## config.mk

```make
export PLATFORM = sky130hd
export DESIGN_NAME = drsc_reset_source_control
export DESIGN_NICKNAME = d
export VERILOG_FILES = /design/src/drsc_pkg.sv /design/src/drsc_reset_source_control.sv
export SDC_FILE = /design/constraint.sdc
export NUM_CORES = 1
export LEC_CHECK = 0
export ABC_AREA = 1
export BUFFER_PORTS_ARGS = -buffer_cell sky130_fd_sc_hd__buf_2
export CORE_ASPECT_RATIO = 1.4
export CORE_MARGIN = 3
export CORE_UTILIZATION = 55
export DETAILED_ROUTE_END_ITERATION = 12
export PLACE_DENSITY = 0.89
export SLEW_MARGIN = 20
export SYNTH_ARGS = -nofsm -noshare
export SYNTH_HDL_FRONTEND = slang
export SYNTH_SLANG_ARGS = --single-unit
```

## constraint.sdc

```tcl
create_clock -name clk -period 2.05 [get_ports clk]
set_input_delay 0.205 -clock clk [delete_from_list [all_inputs] [get_ports clk]]
set_output_delay 0.205 -clock clk [all_outputs]
set_load 0.02 [all_outputs]
```

## src/drsc_pkg.sv

```systemverilog
// Package with constants and carrier types for the reset source controller.
package drsc_pkg;

  // ----------------------------------------
  // Timing
  // ----------------------------------------
  // Oscillator cycles the pin is held low after a watchdog reset.
  localparam int unsigned WDOG_LOW_CYCLES = 512;
  // Clock period in ns (100 MHz).
  localparam int unsigned CLK_PERIOD_NS = 10;
  // Least warm reset low width, in ns (3.2 us).
  localparam int unsigned WARM_RESET_LOW_WIDTH_NS = 3200;
  // Sensed pin must stay low this many cycles to count (rounded up).
  localparam int unsigned WARM_RESET_LOW_CYCLES =
    (WARM_RESET_LOW_WIDTH_NS + CLK_PERIOD_NS - 1) / CLK_PERIOD_NS;
  localparam int unsigned CNT_W = 10;

  // ----------------------------------------
  // Oscillator selection
  // ----------------------------------------
  localparam logic [1:0] OSC_SEL_INT1 = 2'h0;
  localparam logic [1:0] OSC_SEL_INT2 = 2'h1;
  localparam logic [1:0] OSC_SEL_XTAL = 2'h2;
  localparam logic [1:0] OSC_SEL_RESET = OSC_SEL_INT2;

  // ----------------------------------------
  // Carrier types
  // ----------------------------------------
  typedef struct packed {
    logic powerOnReset;
    logic brownoutMonitorReset;
    logic watchdogResetSource;
    logic nmiWatchdogResetSource;
    logic debuggerSystemReset;
    logic secureCodeResetSource;
    logic simulatedPinReset;
    logic simulatedCoreOnlyReset;
  } drsc_src_t;

  typedef struct packed {
    logic coreReset;
    logic periphReset;
    logic debugReset;
    logic ioHighZ;
  } drsc_dom_t;

  typedef enum logic [1:0] {
    ST_RESET = 2'b00,
    ST_RUN = 2'b01
  } drsc_state_t;

  typedef struct packed {
    logic pinSync1;
    logic pinSync2;
    logic [CNT_W-1:0] wdogCnt;
    logic [CNT_W-1:0] lowCnt;
    logic holdAll;
    logic holdDebug;
    drsc_state_t state;
    logic bootStart;
    logic [1:0] bootMode;
    logic [1:0] oscSel;
  } drsc_regs_t;

endpackage

```

## src/drsc_reset_source_control.sv

```systemverilog
// Reset source combining and reset pin control.
`timescale 1ns/1ns

module drsc_reset_source_control #(
  parameter int unsigned WDOG_CYCLES = drsc_pkg::WDOG_LOW_CYCLES
) (
  // Clock and reset
  input wire logic clk,
  input wire logic sys_rst,
  // Reset sources
  input drsc_pkg::drsc_src_t resetSources,
  // Device reset pin, open drain
  input wire logic deviceResetPinIn_n,
  output logic deviceResetPinOut_n,
  output logic deviceResetPinOe,
  // Boot mode pins
  input wire logic [1:0] bootModePins,
  // Reset domains and boot control
  output drsc_pkg::drsc_dom_t resetDomains,
  output logic bootStart,
  output logic [1:0] bootMode,
  output logic [1:0] oscSel
);

  // Counter width, repeated here so the size casts read plainly.
  localparam int unsigned CNT_W = drsc_pkg::CNT_W;

  // ----------------------------------------
  // Source decode
  // ----------------------------------------
  drsc_pkg::drsc_regs_t stateReg;
  drsc_pkg::drsc_regs_t stateNext;
  logic wdogAny;
  logic pinPullSrc;
  logic powerSrc;
  logic anySrc;
  logic pinLowSeen;
  logic pinPull;
  logic inReset;

  assign wdogAny = resetSources.watchdogResetSource
                 | resetSources.nmiWatchdogResetSource;
  assign powerSrc = resetSources.powerOnReset
                  | resetSources.brownoutMonitorReset;
  // Debugger and secure-code resets are deliberately absent here.
  assign pinPullSrc = powerSrc | wdogAny
                    | resetSources.simulatedPinReset;
  assign anySrc = pinPullSrc | resetSources.debuggerSystemReset
                | resetSources.secureCodeResetSource
                | resetSources.simulatedCoreOnlyReset;
  assign pinPull = pinPullSrc | (stateReg.wdogCnt != '0);
  // A pulse shorter than the warm width is treated as noise.
  assign pinLowSeen = !stateReg.pinSync2
    && (stateReg.lowCnt >= CNT_W'(drsc_pkg::WARM_RESET_LOW_CYCLES - 1));
  // Core, peripheral and I/O domains stay in reset for as long as boot has not been started.
  assign inReset = stateReg.state == drsc_pkg::ST_RESET;

  // ----------------------------------------
  // Next state
  // ----------------------------------------
  always_comb
  begin
    stateNext = stateReg;
    stateNext.pinSync1 = deviceResetPinIn_n;
    stateNext.pinSync2 = stateReg.pinSync1;
    stateNext.bootStart = 1'b0;
    if (stateReg.pinSync2)
    begin
      stateNext.lowCnt = '0;
    end
    else if (!pinLowSeen)
    begin
      stateNext.lowCnt = stateReg.lowCnt + CNT_W'(1);
    end
    if (wdogAny)
    begin
      stateNext.wdogCnt = CNT_W'(WDOG_CYCLES - 1);
    end
    else if (stateReg.wdogCnt != '0)
    begin
      stateNext.wdogCnt = stateReg.wdogCnt - CNT_W'(1);
    end
    stateNext.holdDebug = powerSrc;
    stateNext.holdAll = anySrc || pinPull || pinLowSeen;
    unique case (stateReg.state)
      drsc_pkg::ST_RESET:
      begin
        stateNext.oscSel = drsc_pkg::OSC_SEL_RESET;
        // Leave only once the pin is sensed high and nothing holds it.
        if (!anySrc && !pinPull && stateReg.pinSync2
            && !stateReg.holdAll)
        begin
          stateNext.state = drsc_pkg::ST_RUN;
          stateNext.bootStart = 1'b1;
          stateNext.bootMode = bootModePins;
        end
      end
      drsc_pkg::ST_RUN:
      begin
        if (anySrc || pinLowSeen)
        begin
          stateNext.state = drsc_pkg::ST_RESET;
        end
      end
    endcase
  end

  always_ff @(posedge clk or posedge sys_rst)
  begin
    if (sys_rst)
    begin
      stateReg <= '{pinSync1: 1'b0, pinSync2: 1'b0, wdogCnt: '0,
                    lowCnt: '0, holdAll: 1'b1, holdDebug: 1'b1,
                    state: drsc_pkg::ST_RESET, bootStart: 1'b0,
                    bootMode: 2'h0, oscSel: drsc_pkg::OSC_SEL_RESET};
    end
    else
    begin
      stateReg <= stateNext;
    end
  end

  // ----------------------------------------
  // Outputs
  // ----------------------------------------
  // Output data is always low; only the enable moves.
  assign deviceResetPinOut_n = 1'b0;
  assign deviceResetPinOe = sys_rst | pinPull;
  // Core, peripheral and I/O assertion is immediate on any source, debug only on power sources; release waits for the register.
  assign resetDomains.coreReset = sys_rst | anySrc | stateReg.holdAll
                                | inReset;
  assign resetDomains.periphReset = sys_rst | anySrc | stateReg.holdAll
                                  | inReset;
  assign resetDomains.ioHighZ = sys_rst | anySrc | stateReg.holdAll
                              | inReset;
  assign resetDomains.debugReset = sys_rst | powerSrc
                                 | stateReg.holdDebug;
  assign bootStart = stateReg.bootStart;
  assign bootMode = stateReg.bootMode;
  assign oscSel = stateReg.oscSel;

  // ----------------------------------------
  // Assertions
  // ----------------------------------------
  pin_drive_low_a: assert property (
    @(posedge clk) disable iff (sys_rst)
    deviceResetPinOut_n == 1'b0)
    else $error("Reset pin driven high.");

  power_pin_low_a: assert property (
    @(posedge clk) disable iff (sys_rst)
    powerSrc |-> deviceResetPinOe)
    else $error("Power reset did not pull pin.");

  wdog_pin_low_a: assert property (
    @(posedge clk) disable iff (sys_rst)
    $rose(wdogAny) |-> deviceResetPinOe [*8])
    else $error("Watchdog reset did not pull pin.");

  wdog_hold_cnt_a: assert property (
    @(posedge clk) disable iff (sys_rst)
    (wdogAny ##1 !wdogAny) |-> stateReg.wdogCnt == CNT_W'(WDOG_CYCLES - 1))
    else $error("Watchdog hold count wrong.");

  wdog_hold_end_a: assert property (
    @(posedge clk) disable iff (sys_rst)
    (stateReg.wdogCnt == CNT_W'(1) && !pinPullSrc)
      |=> stateReg.wdogCnt == '0 && (pinPullSrc || !deviceResetPinOe))
    else $error("Watchdog hold length wrong.");

  debug_untouched_a: assert property (
    @(posedge clk) disable iff (sys_rst)
    (!powerSrc && !stateReg.holdDebug) |-> !resetDomains.debugReset)
    else $error("Debug reset by non-power source.");

  debug_power_a: assert property (
    @(posedge clk) disable iff (sys_rst)
    powerSrc |-> resetDomains.debugReset)
    else $error("Power reset missed debug logic.");

  core_reset_all_a: assert property (
    @(posedge clk) disable iff (sys_rst)
    anySrc |-> resetDomains.coreReset && resetDomains.ioHighZ)
    else $error("Source missed core reset.");

  no_pin_soft_a: assert property (
    @(posedge clk) disable iff (sys_rst)
    (!pinPullSrc && stateReg.wdogCnt == '0) |-> !deviceResetPinOe)
    else $error("Pin pulled by a non-pin source.");

  boot_sample_a: assert property (
    @(posedge clk) disable iff (sys_rst)
    (stateReg.state == drsc_pkg::ST_RESET && stateNext.bootStart)
      |=> bootStart && bootMode == $past(bootModePins))
    else $error("Boot mode not sampled.");

  boot_pulse_one_a: assert property (
    @(posedge clk) disable iff (sys_rst)
    bootStart |=> !bootStart)
    else $error("Boot pulse longer than one cycle.");

  osc_default_a: assert property (
    @(posedge clk) disable iff (sys_rst)
    stateReg.state == drsc_pkg::ST_RESET
      |-> oscSel == drsc_pkg::OSC_SEL_INT2)
    else $error("Wrong oscillator in reset.");

  boot_wait_a: assert property (
    @(posedge clk) disable iff (sys_rst)
    bootStart |-> $past(stateReg.pinSync2) && !$past(pinPull))
    else $error("Boot began while pin held.");

  core_hold_boot_a: assert property (
    @(posedge clk) disable iff (sys_rst)
    (stateReg.state == drsc_pkg::ST_RESET && !stateNext.bootStart)
      |-> resetDomains.coreReset && resetDomains.periphReset
          && resetDomains.ioHighZ)
    else $error("Domains released before boot.");

  pin_high_run_a: assert property (
    @(posedge clk) disable iff (sys_rst)
    (stateReg.state == drsc_pkg::ST_RUN && stateReg.pinSync2 && !anySrc)
      ##1 !anySrc |-> !resetDomains.coreReset)
    else $error("Core reset without a cause.");

endmodule // drsc_reset_source_control

```

== After elaboration in Yosys (flattened, before gate mapping) ==
Index checks and enable logic that the tools add are counted.
Storage, ports and cells
  register bits: 29
  RAM bits: 0
  bits in latches: 0
  ROM bits: 0
  input port bits: 13
  memories: 0
Operators by class
  $lt $le $gt $ge: 1
  multipliers: 0
  equal/unequal tests: 4
  divide/modulo/power cells: 0
  shifts and indexed selects: 0
  bitwise logic cells: 14
  reduce and logical (&&, ||, !) cells: 16
  add/subtract/negate cells: 2
  multiplexer cells: 8
Operators by type and width (number)
  $mux 10: 4
  $or 1x1->1: 14
  $add 10x1->10 const B: 1
  $ge 10x9->1 const B: 1
  $mux 5: 2
  $reduce_bool 10->1: 1
  $sub 10x1->10 const B: 1
  $logic_and 1x1->1: 4
  $logic_not 1->1: 4
  $ne 2x2->1 const B: 2
  $pmux 2 s2: 1
  $reduce_and 2->1: 2
  $logic_or 1x1->1: 3
  $eq 2x1->1 const B: 1
  $logic_not 2->1: 1
  $mux 2: 1
  $ne 2x1->1 const B: 1
  $reduce_bool 2->1: 1

== Depth between registers and ports, before layout ==
Gate-level depths: netlist of the first run.
  word-level depth: 12
  depth in mapped cells: 9
  gate-level depth less buffers: 9

== Worst setup path before layout of the first run ==
OpenSTA, ideal clock, no wires.
  path type: reg-to-output
  start point: register stateReg[19] in the netlist's numbering
  end point: output deviceResetPinOe
  setup slack: 0.633 ns
  path buffers: 0
  required time: 1.845 ns
  cell stages (with the launch flop): 6
  arrival: 1.212 ns
  path through: dfrtp_1 > inv_1 > ha_1 > nand3_1 > nor2_4 > nand2_1
On the way
  longest elaborated chain between the ends: 3
RTL lines
  start, declared: line drsc_reset_source_control.sv:31  | drsc_pkg::drsc_regs_t stateReg;
  start signal, assigned: line drsc_reset_source_control.sv:112  | stateReg <= '{pinSync1: 1'b0, pinSync2: 1'b0, wdogCnt: '0,
  start signal, assigned: line drsc_reset_source_control.sv:119  | stateReg <= stateNext;
  $reduce_bool 10->1: line drsc_reset_source_control.sv:51  | assign pinPull = pinPullSrc | (stateReg.wdogCnt != '0);
  $or 1x1->1: line drsc_reset_source_control.sv:51
  $or 1x1->1: line drsc_reset_source_control.sv:128  | assign deviceResetPinOe = sys_rst | pinPull;
  end, declared: line drsc_reset_source_control.sv:15  | output logic deviceResetPinOe,
No other way between the ends.

== Worst setup path after layout of the first run ==
Ends and elaborated chain as after synthesis.

==> results by group, run 1 <==
Drt
  – ANT nets after route: 0
  – Total Wirelength: 3.09 mm
  – Wirelength per Cell: 10.7 um
  – Post-route DRC: 0
  – Vias/cell: 4.95
  – First DRT Iteration DRCs: 31
  – DRT Pass-1 Iters: 4
  – Vias: 1427

CTS
  – H-tree Lvls: 1
  – CTS sink count: 28
  – Clock Path Buffers: 2
  – CTS root buffer: clkbuf_8
  – Post-CTS Resized: 0
  – Worst-Skew Late Latency: 260 ps
  – CTS tree: done
  – Clock slew at reported path FFs: 90 ps
  – TritonCTS Buffers: 3
  – CTS Hold Buffers Added: 1
  – Setup Buffers After CTS: 0

Critical path
  – CP Launch Point: stateReg[19]
  – Worst R2R Setup Slack: 490 ps
  – Critical Path Fanout Max: 8
  – Crit Path Class: flip-flop to output port
  – WP data arrival: 1680 ps
  – Critical Path End Type: output port
  – Req. time, crit path: 1850 ps
  – Worst r2r src: stateReg[19]
  – CP Launch Type: flip-flop

Floorplan
  – Core area: 2910 sq um
  – Die W: 52.8 um
  – I/O pin count: 24
  – Die ar.: 3770 sq um
  – Height of the die: 71.5 um
  – Site Rows: 23
  – Initial Util: 58.0%

Final layout
  – Final Non-Filler Cells: 288
  – Commonest non-fill, non-tap cell in the layout: nand2_1
  – Most frequent cells in the layout: nand2_1, nor2_1, inv_1
  – Nets: 268
  – P&R area growth vs syn: 9.58%
  – # diodes: 0
  – Layout cells sized above 1: 17.5%
  – Post-Layout Inst Area: 1850 sq um

STA
  – Clock Skew: 3.51 ps
  – Total Neg Setup Slack: 0 ps
  – Fin crit share: 92.1%
  – Period minus WS final: 1890 ps
  – Fin. max-slew vios: 0
  – Fin. Hold Viols: 0
  – Fmax: 0.530 GHz
  – RSZ-0062 raised after global routing: false
  – Endpoints failing setup: 0
  – Final setup margin: 162 ps

Synthesis
  – Mapped Area: 1690 sq um
  – Syn avg cell area: 7.23 sq um
  – Register area share after synthesis: 41.7%
  – Yosys warnings: 0
  – Count of cell types in the netlist: 27
  – Yosys reg bits: 28
  – Mapped Cells: 233

Global routing
  – Total grt overflow: 0
  – Vias in the first global route: 1415
  – Largest net degree at the start of global routing: 18
  – Initial antenna violation count: 0
  – First-pass GRT wire length: 5.58 mm
  – GR Util All Layers: 18.7%

Placed design
  – Number of port buffers: 20
  – RePlAce Congestion: 0.911
  – Detail Placement HPWL: 2.46 mm
  – Placed cells: 283
  – DP Area: 1780 sq um
  – Pre-CTS setup slack: 468 ps

Power
  – Pwr Total: 0.00104 W
  – Worst vdd ir: 452 uV
  – P per Cell Area: 566 nW/um^2
  – P_leak: 0.952 nW

Min path
  – Worst Hold Class: primary input to flip-flop
  – Hold_sp: deviceResetPinIn_n

Run status
  – Status: complete, no violations

Flow run
  – Max cap viols: 0
-- worst max-delay path, cell delays in order, from the launching register on --
cell     delay, ps
dfrtp_1        400
inv_1          200
ha_1           210
nand3_1        120
nor2_4         240
nand2_1         80
buf_2          160
-- worst paths after layout --
path | end | cells after the start
min in group asynchronous | bootMode[0] | 3
max | deviceResetPinOe | 6
min reg2reg | stateReg[29] | 0
min | stateNext[29] | 1
max reg2reg | bootMode[0] | 7
max in group asynchronous | stateReg[8] | 4
-- state kept, by name (all words and copies together) (netlist names) --
signal,flops
stateReg,24
bootMode,2
bootStart,1
stateNext,1
-- per-stage QoR --
| step | util [%] | hold WS, ps |
|---|---|---|
| 2_1_floorplan | - | 236 |
| 3_3_place_gp | 61.3 | 262 |
| 3_5_place_dp | 61.3 | 271 |
| 4_1_cts | 63.5 | 36.6 |
| 5_1_grt | 63.5 | 26.9 |
| 6_report | 63.5 | 39.2 |
-- synth_stat cells --
| master | n | share of area [%] |
|---|---|---|
| o21ai_0 | 2 | 0.59 |
| nand3_2 | 2 | 1.2 |
| nand3b_1 | 3 | 1.3 |
| nand2_1 | 71 | 16 |
| xnor2_1 | 1 | 0.52 |
| dfrtp_1 | 26 | 39 |
| nor3b_1 | 1 | 0.45 |
| o21ai_2 | 1 | 0.52 |
| nor3_1 | 2 | 0.59 |
| nor2_4 | 2 | 1.3 |
| o21ai_1 | 1 | 0.30 |
| ha_1 | 3 | 2.2 |
| inv_1 | 29 | 6.5 |
| dfstp_2 | 2 | 3.1 |
| nand2_4 | 3 | 2.0 |
| clkbuf_1 | 1 | 0.22 |
| nor2_2 | 3 | 1.1 |
| nand2_2 | 2 | 0.74 |
| nand4_1 | 6 | 2.2 |
| buf_2 | 1 | 0.30 |
| nor2_1 | 31 | 6.9 |
| a21oi_1 | 1 | 0.30 |
| buf_4 | 8 | 3.6 |
| a21oi_4 | 1 | 0.97 |
| conb_1 | 2 | 0.45 |
| nand3_1 | 26 | 7.7 |
| inv_2 | 2 | 0.45 |
-- cell families after synthesis --
kind of cell,synth area share [%]
AND/OR/NAND/NOR,41.4
buffers and inverters,11.0
XOR/XNOR,0.520
flip-flops,41.7
AO/OA/AOI/OAI,2.67
other,0.446
adder cells (fa/ha/maj),2.23
-- per-layer routing --
metal  share of wire (%)  wire [um]  up-vias  GRT usage, %
li1                    -          -      745             -
met4                0.68         21        0          7.10
met2                  55       1700       15          34.1
met5                   0          0        -             0
met3                 1.9         59        2          2.08
met1                  42       1310      665          21.7
-- area by class of cell --
| type | instances | area [sq um] |
|---|---|---|
| fill | 262 | 1060 |
| multi-input combinational | 165 | 801 |
| tap | 37 | 46.3 |
| clock buffer | 4 | 55.1 |
| sequential | 28 | 703 |
| timing repair buffer | 23 | 125 |
| inverter | 31 | 116 |
-- report_power, final --
| group | total, W | switching [W] | leakage, nW | internal, W |
|---|---|---|---|---|
| Combinational | 0.000121 | 0.0000817 | 0.591 | 0.0000395 |
| Clock | 0.000329 | 0.000158 | 0.0288 | 0.000171 |
| Sequential | 0.000594 | 0.0000194 | 0.333 | 0.000575 |
| Total | 0.00104 | 0.000259 | 0.952 | 0.000786 |
Note: power is estimated with default switching activity, not from simulation.
==> run 2: changes to the inputs <==
--- a/config.mk
+++ b/config.mk
@@ -12,6 +12,7 @@
 export CORE_UTILIZATION = 55
 export DETAILED_ROUTE_END_ITERATION = 12
 export PLACE_DENSITY = 0.89
+export RECOVER_POWER = 50
 export SLEW_MARGIN = 20
 export SYNTH_ARGS = -nofsm -noshare
 export SYNTH_HDL_FRONTEND = slang
==> results by group, run 2 (synthesis gave the netlist of run 1 again) <==
CTS
  – TritonCTS Buffers: 3
  – Worst-Skew Late Latency: 260 ps
  – CTS tree: done
  – Setup Buffers After CTS: 0
  – CTS sink count: 28
  – Clock slew at reported path FFs: 90 ps
  – H-tree Lvls: 1
  – CTS root buffer: clkbuf_8
  – Clock Path Buffers: 2

Critical path
  – WP data arrival: 1680 ps
  – Worst R2R Setup Slack: 490 ps
  – Critical-path top delay cell: dfrtp_1
  – Critical Path End Type: output port
  – Buf+Inv Stages, Crit Path: 2
  – CP Launch Type: flip-flop
  – FF-to-FF path depth: 7
  – Req. time, crit path: 1850 ps
  – Cells along the critical path: inv_1 > ha_1 > nand3_1 > nor2_4 > nand2_1 > buf_2
  – Critical Path Fanout Max: 8
  – CP top delay family: simple AND/OR/NAND/NOR gates
  – Crit path largest cell delay: 400 ps
  – CP Depth: 6
  – Crit Path Class: flip-flop to output port

Floorplan
  – Height of the die: 71.5 um
  – Initial Util: 58.0%
  – Die W: 52.8 um
  – Site Rows: 23
  – Die ar.: 3770 sq um
  – I/O pin count: 24
  – Core area: 2910 sq um

Drt
  – Post-route DRC: 0
  – DRT Pass-1 Iters: 4
  – First DRT Iteration DRCs: 36
  – Vias: 1435
  – ANT nets after route: 0
  – Total Wirelength: 3.09 mm
  – Vias/cell: 4.98
  – Wirelength per Cell: 10.7 um

Global routing
  – GR Util All Layers: 18.7%
  – Vias in the first global route: 1415
  – Total grt overflow: 0
  – First-pass GRT wire length: 5.58 mm
  – Largest net degree at the start of global routing: 18
  – Initial antenna violation count: 0

STA
  – RSZ-0062 raised after global routing: false
  – Fin. max-slew vios: 0
  – Fmax: 0.530 GHz
  – Worst hold slack: 39.6 ps
  – Worst-Margin Slew: 871 ps
  – Worst slew margin: 41.9%
  – Fin crit share: 92.0%
  – Total Neg Setup Slack: 0 ps
  – Period minus WS final: 1890 ps
  – Endpoints failing setup: 0
  – Clock Skew: 2.83 ps
  – Fin. Hold Viols: 0

Final layout
  – Most frequent cells in the layout: nand2_1, nor2_1, inv_1
  – Nets: 268
  – Biggest register: stateReg
  – Layout cells sized above 1: 15.5%
  – P&R area growth vs syn: 9.06%
  – # diodes: 0
  – Number of flip-flops in the largest register: 24
  – Fillcell total: 265
  – Commonest non-fill, non-tap cell in the layout: nand2_1
  – Post-Layout Inst Area: 1840 sq um

Min path
  – Hold path depth: 1
  – Worst Hold Class: primary input to flip-flop

Power
  – Power share of the combinational group: 11.5%
  – P per Cell Area: 567 nW/um^2
  – Sw power: 0.000257 W
  – P_leak: 0.932 nW
  – P_int: 0.000784 W
  – Sw Share: 24.7%
  – Worst vdd ir: 449 uV
  – Clock power share: 31.4%
  – Register share of total power: 57.0%

Run status
  – Status: complete, no violations

Placed design
  – Detail Placement HPWL: 2.46 mm
  – RePlAce Congestion: 0.911
  – DP Area: 1780 sq um
  – Number of port buffers: 20

Flow run
  – Max cap viols: 0
[run 2: cell count changes in the layout (fill, tap and decap cells not counted)]
cell / before / now
clkbuf_1: 0 / 5
buf_2: 20 / 16
buf_4: 2 / 1
[run 2: final timing paths]
kind | start | end
worst max-delay path | stateReg[19] | deviceResetPinOe
worst min-delay path | deviceResetPinIn_n | stateNext[29]
worst max register to register | stateReg[19] | bootMode[0]
worst min register to register | stateNext[29] | stateReg[29]
max in group asynchronous | sys_rst | stateReg[16]
min in group asynchronous | sys_rst | bootMode[0]
[run 2: worst reg2reg max path: stages, from the launching register on]
cell and delay (ps):
dfrtp_1 400, inv_1 200, ha_1 210, nand3_1 120, nor2_4 240, nand3_2 140
nand2_1 90, nand2_1 50
[run 2: per-layer routing]
| metal | vias to the layer above | global-route usage, % | wire, um |
|---|---|---|---|
| met5 | - | 0 | 0 |
| met4 | 0 | 7.10 | 21 |
| met3 | 2 | 2.08 | 76 |
| met2 | 19 | 34.1 | 1680 |
| met1 | 667 | 21.7 | 1310 |
| li1 | 747 | - | - |
[run 2: repair_timing]
action                    4_1_cts  5_1_grt
hold buffers                    1        0
resized for setup               0        0
hold endpoints to repair       10        0
[run 2: area by class of cell]
class / count / area [sq um] / area share (%)
inverters: 31 / 116 / 6.33
repair buffers: 23 / 116 / 6.33
flip-flops and latches: 28 / 703 / 38.3
multi-input cells: 165 / 801 / 43.6
clock buffers: 4 / 55.1 / 3.00
well taps: 37 / 46.3 / 2.52
[run 2: per-stage QoR]
step | setup slack [ps] | instances | util, % | total power (W)
floorplan | 633 | 234 | - | 0.000691
global placement | 530 | 283 | 61.3 | 0.000716
detailed placement | 468 | 283 | 61.3 | 0.000726
CTS | 158 | 288 | 63.5 | 0.00106
global route | 0.276 | 288 | 63.2 | 0.00109
finish | 165 | 288 | 63.2 | 0.00104
[run 2: power groups by stage]
stage	clock (W)	sequential, W	combinational, W
floorplan	0	0.000598	0.0000932
global placement	0	0.000603	0.000113
detailed placement	0	0.000605	0.000121
CTS	0.000339	0.000594	0.000123
global route	0.000360	0.000596	0.000137
finish	0.000328	0.000594	0.000120
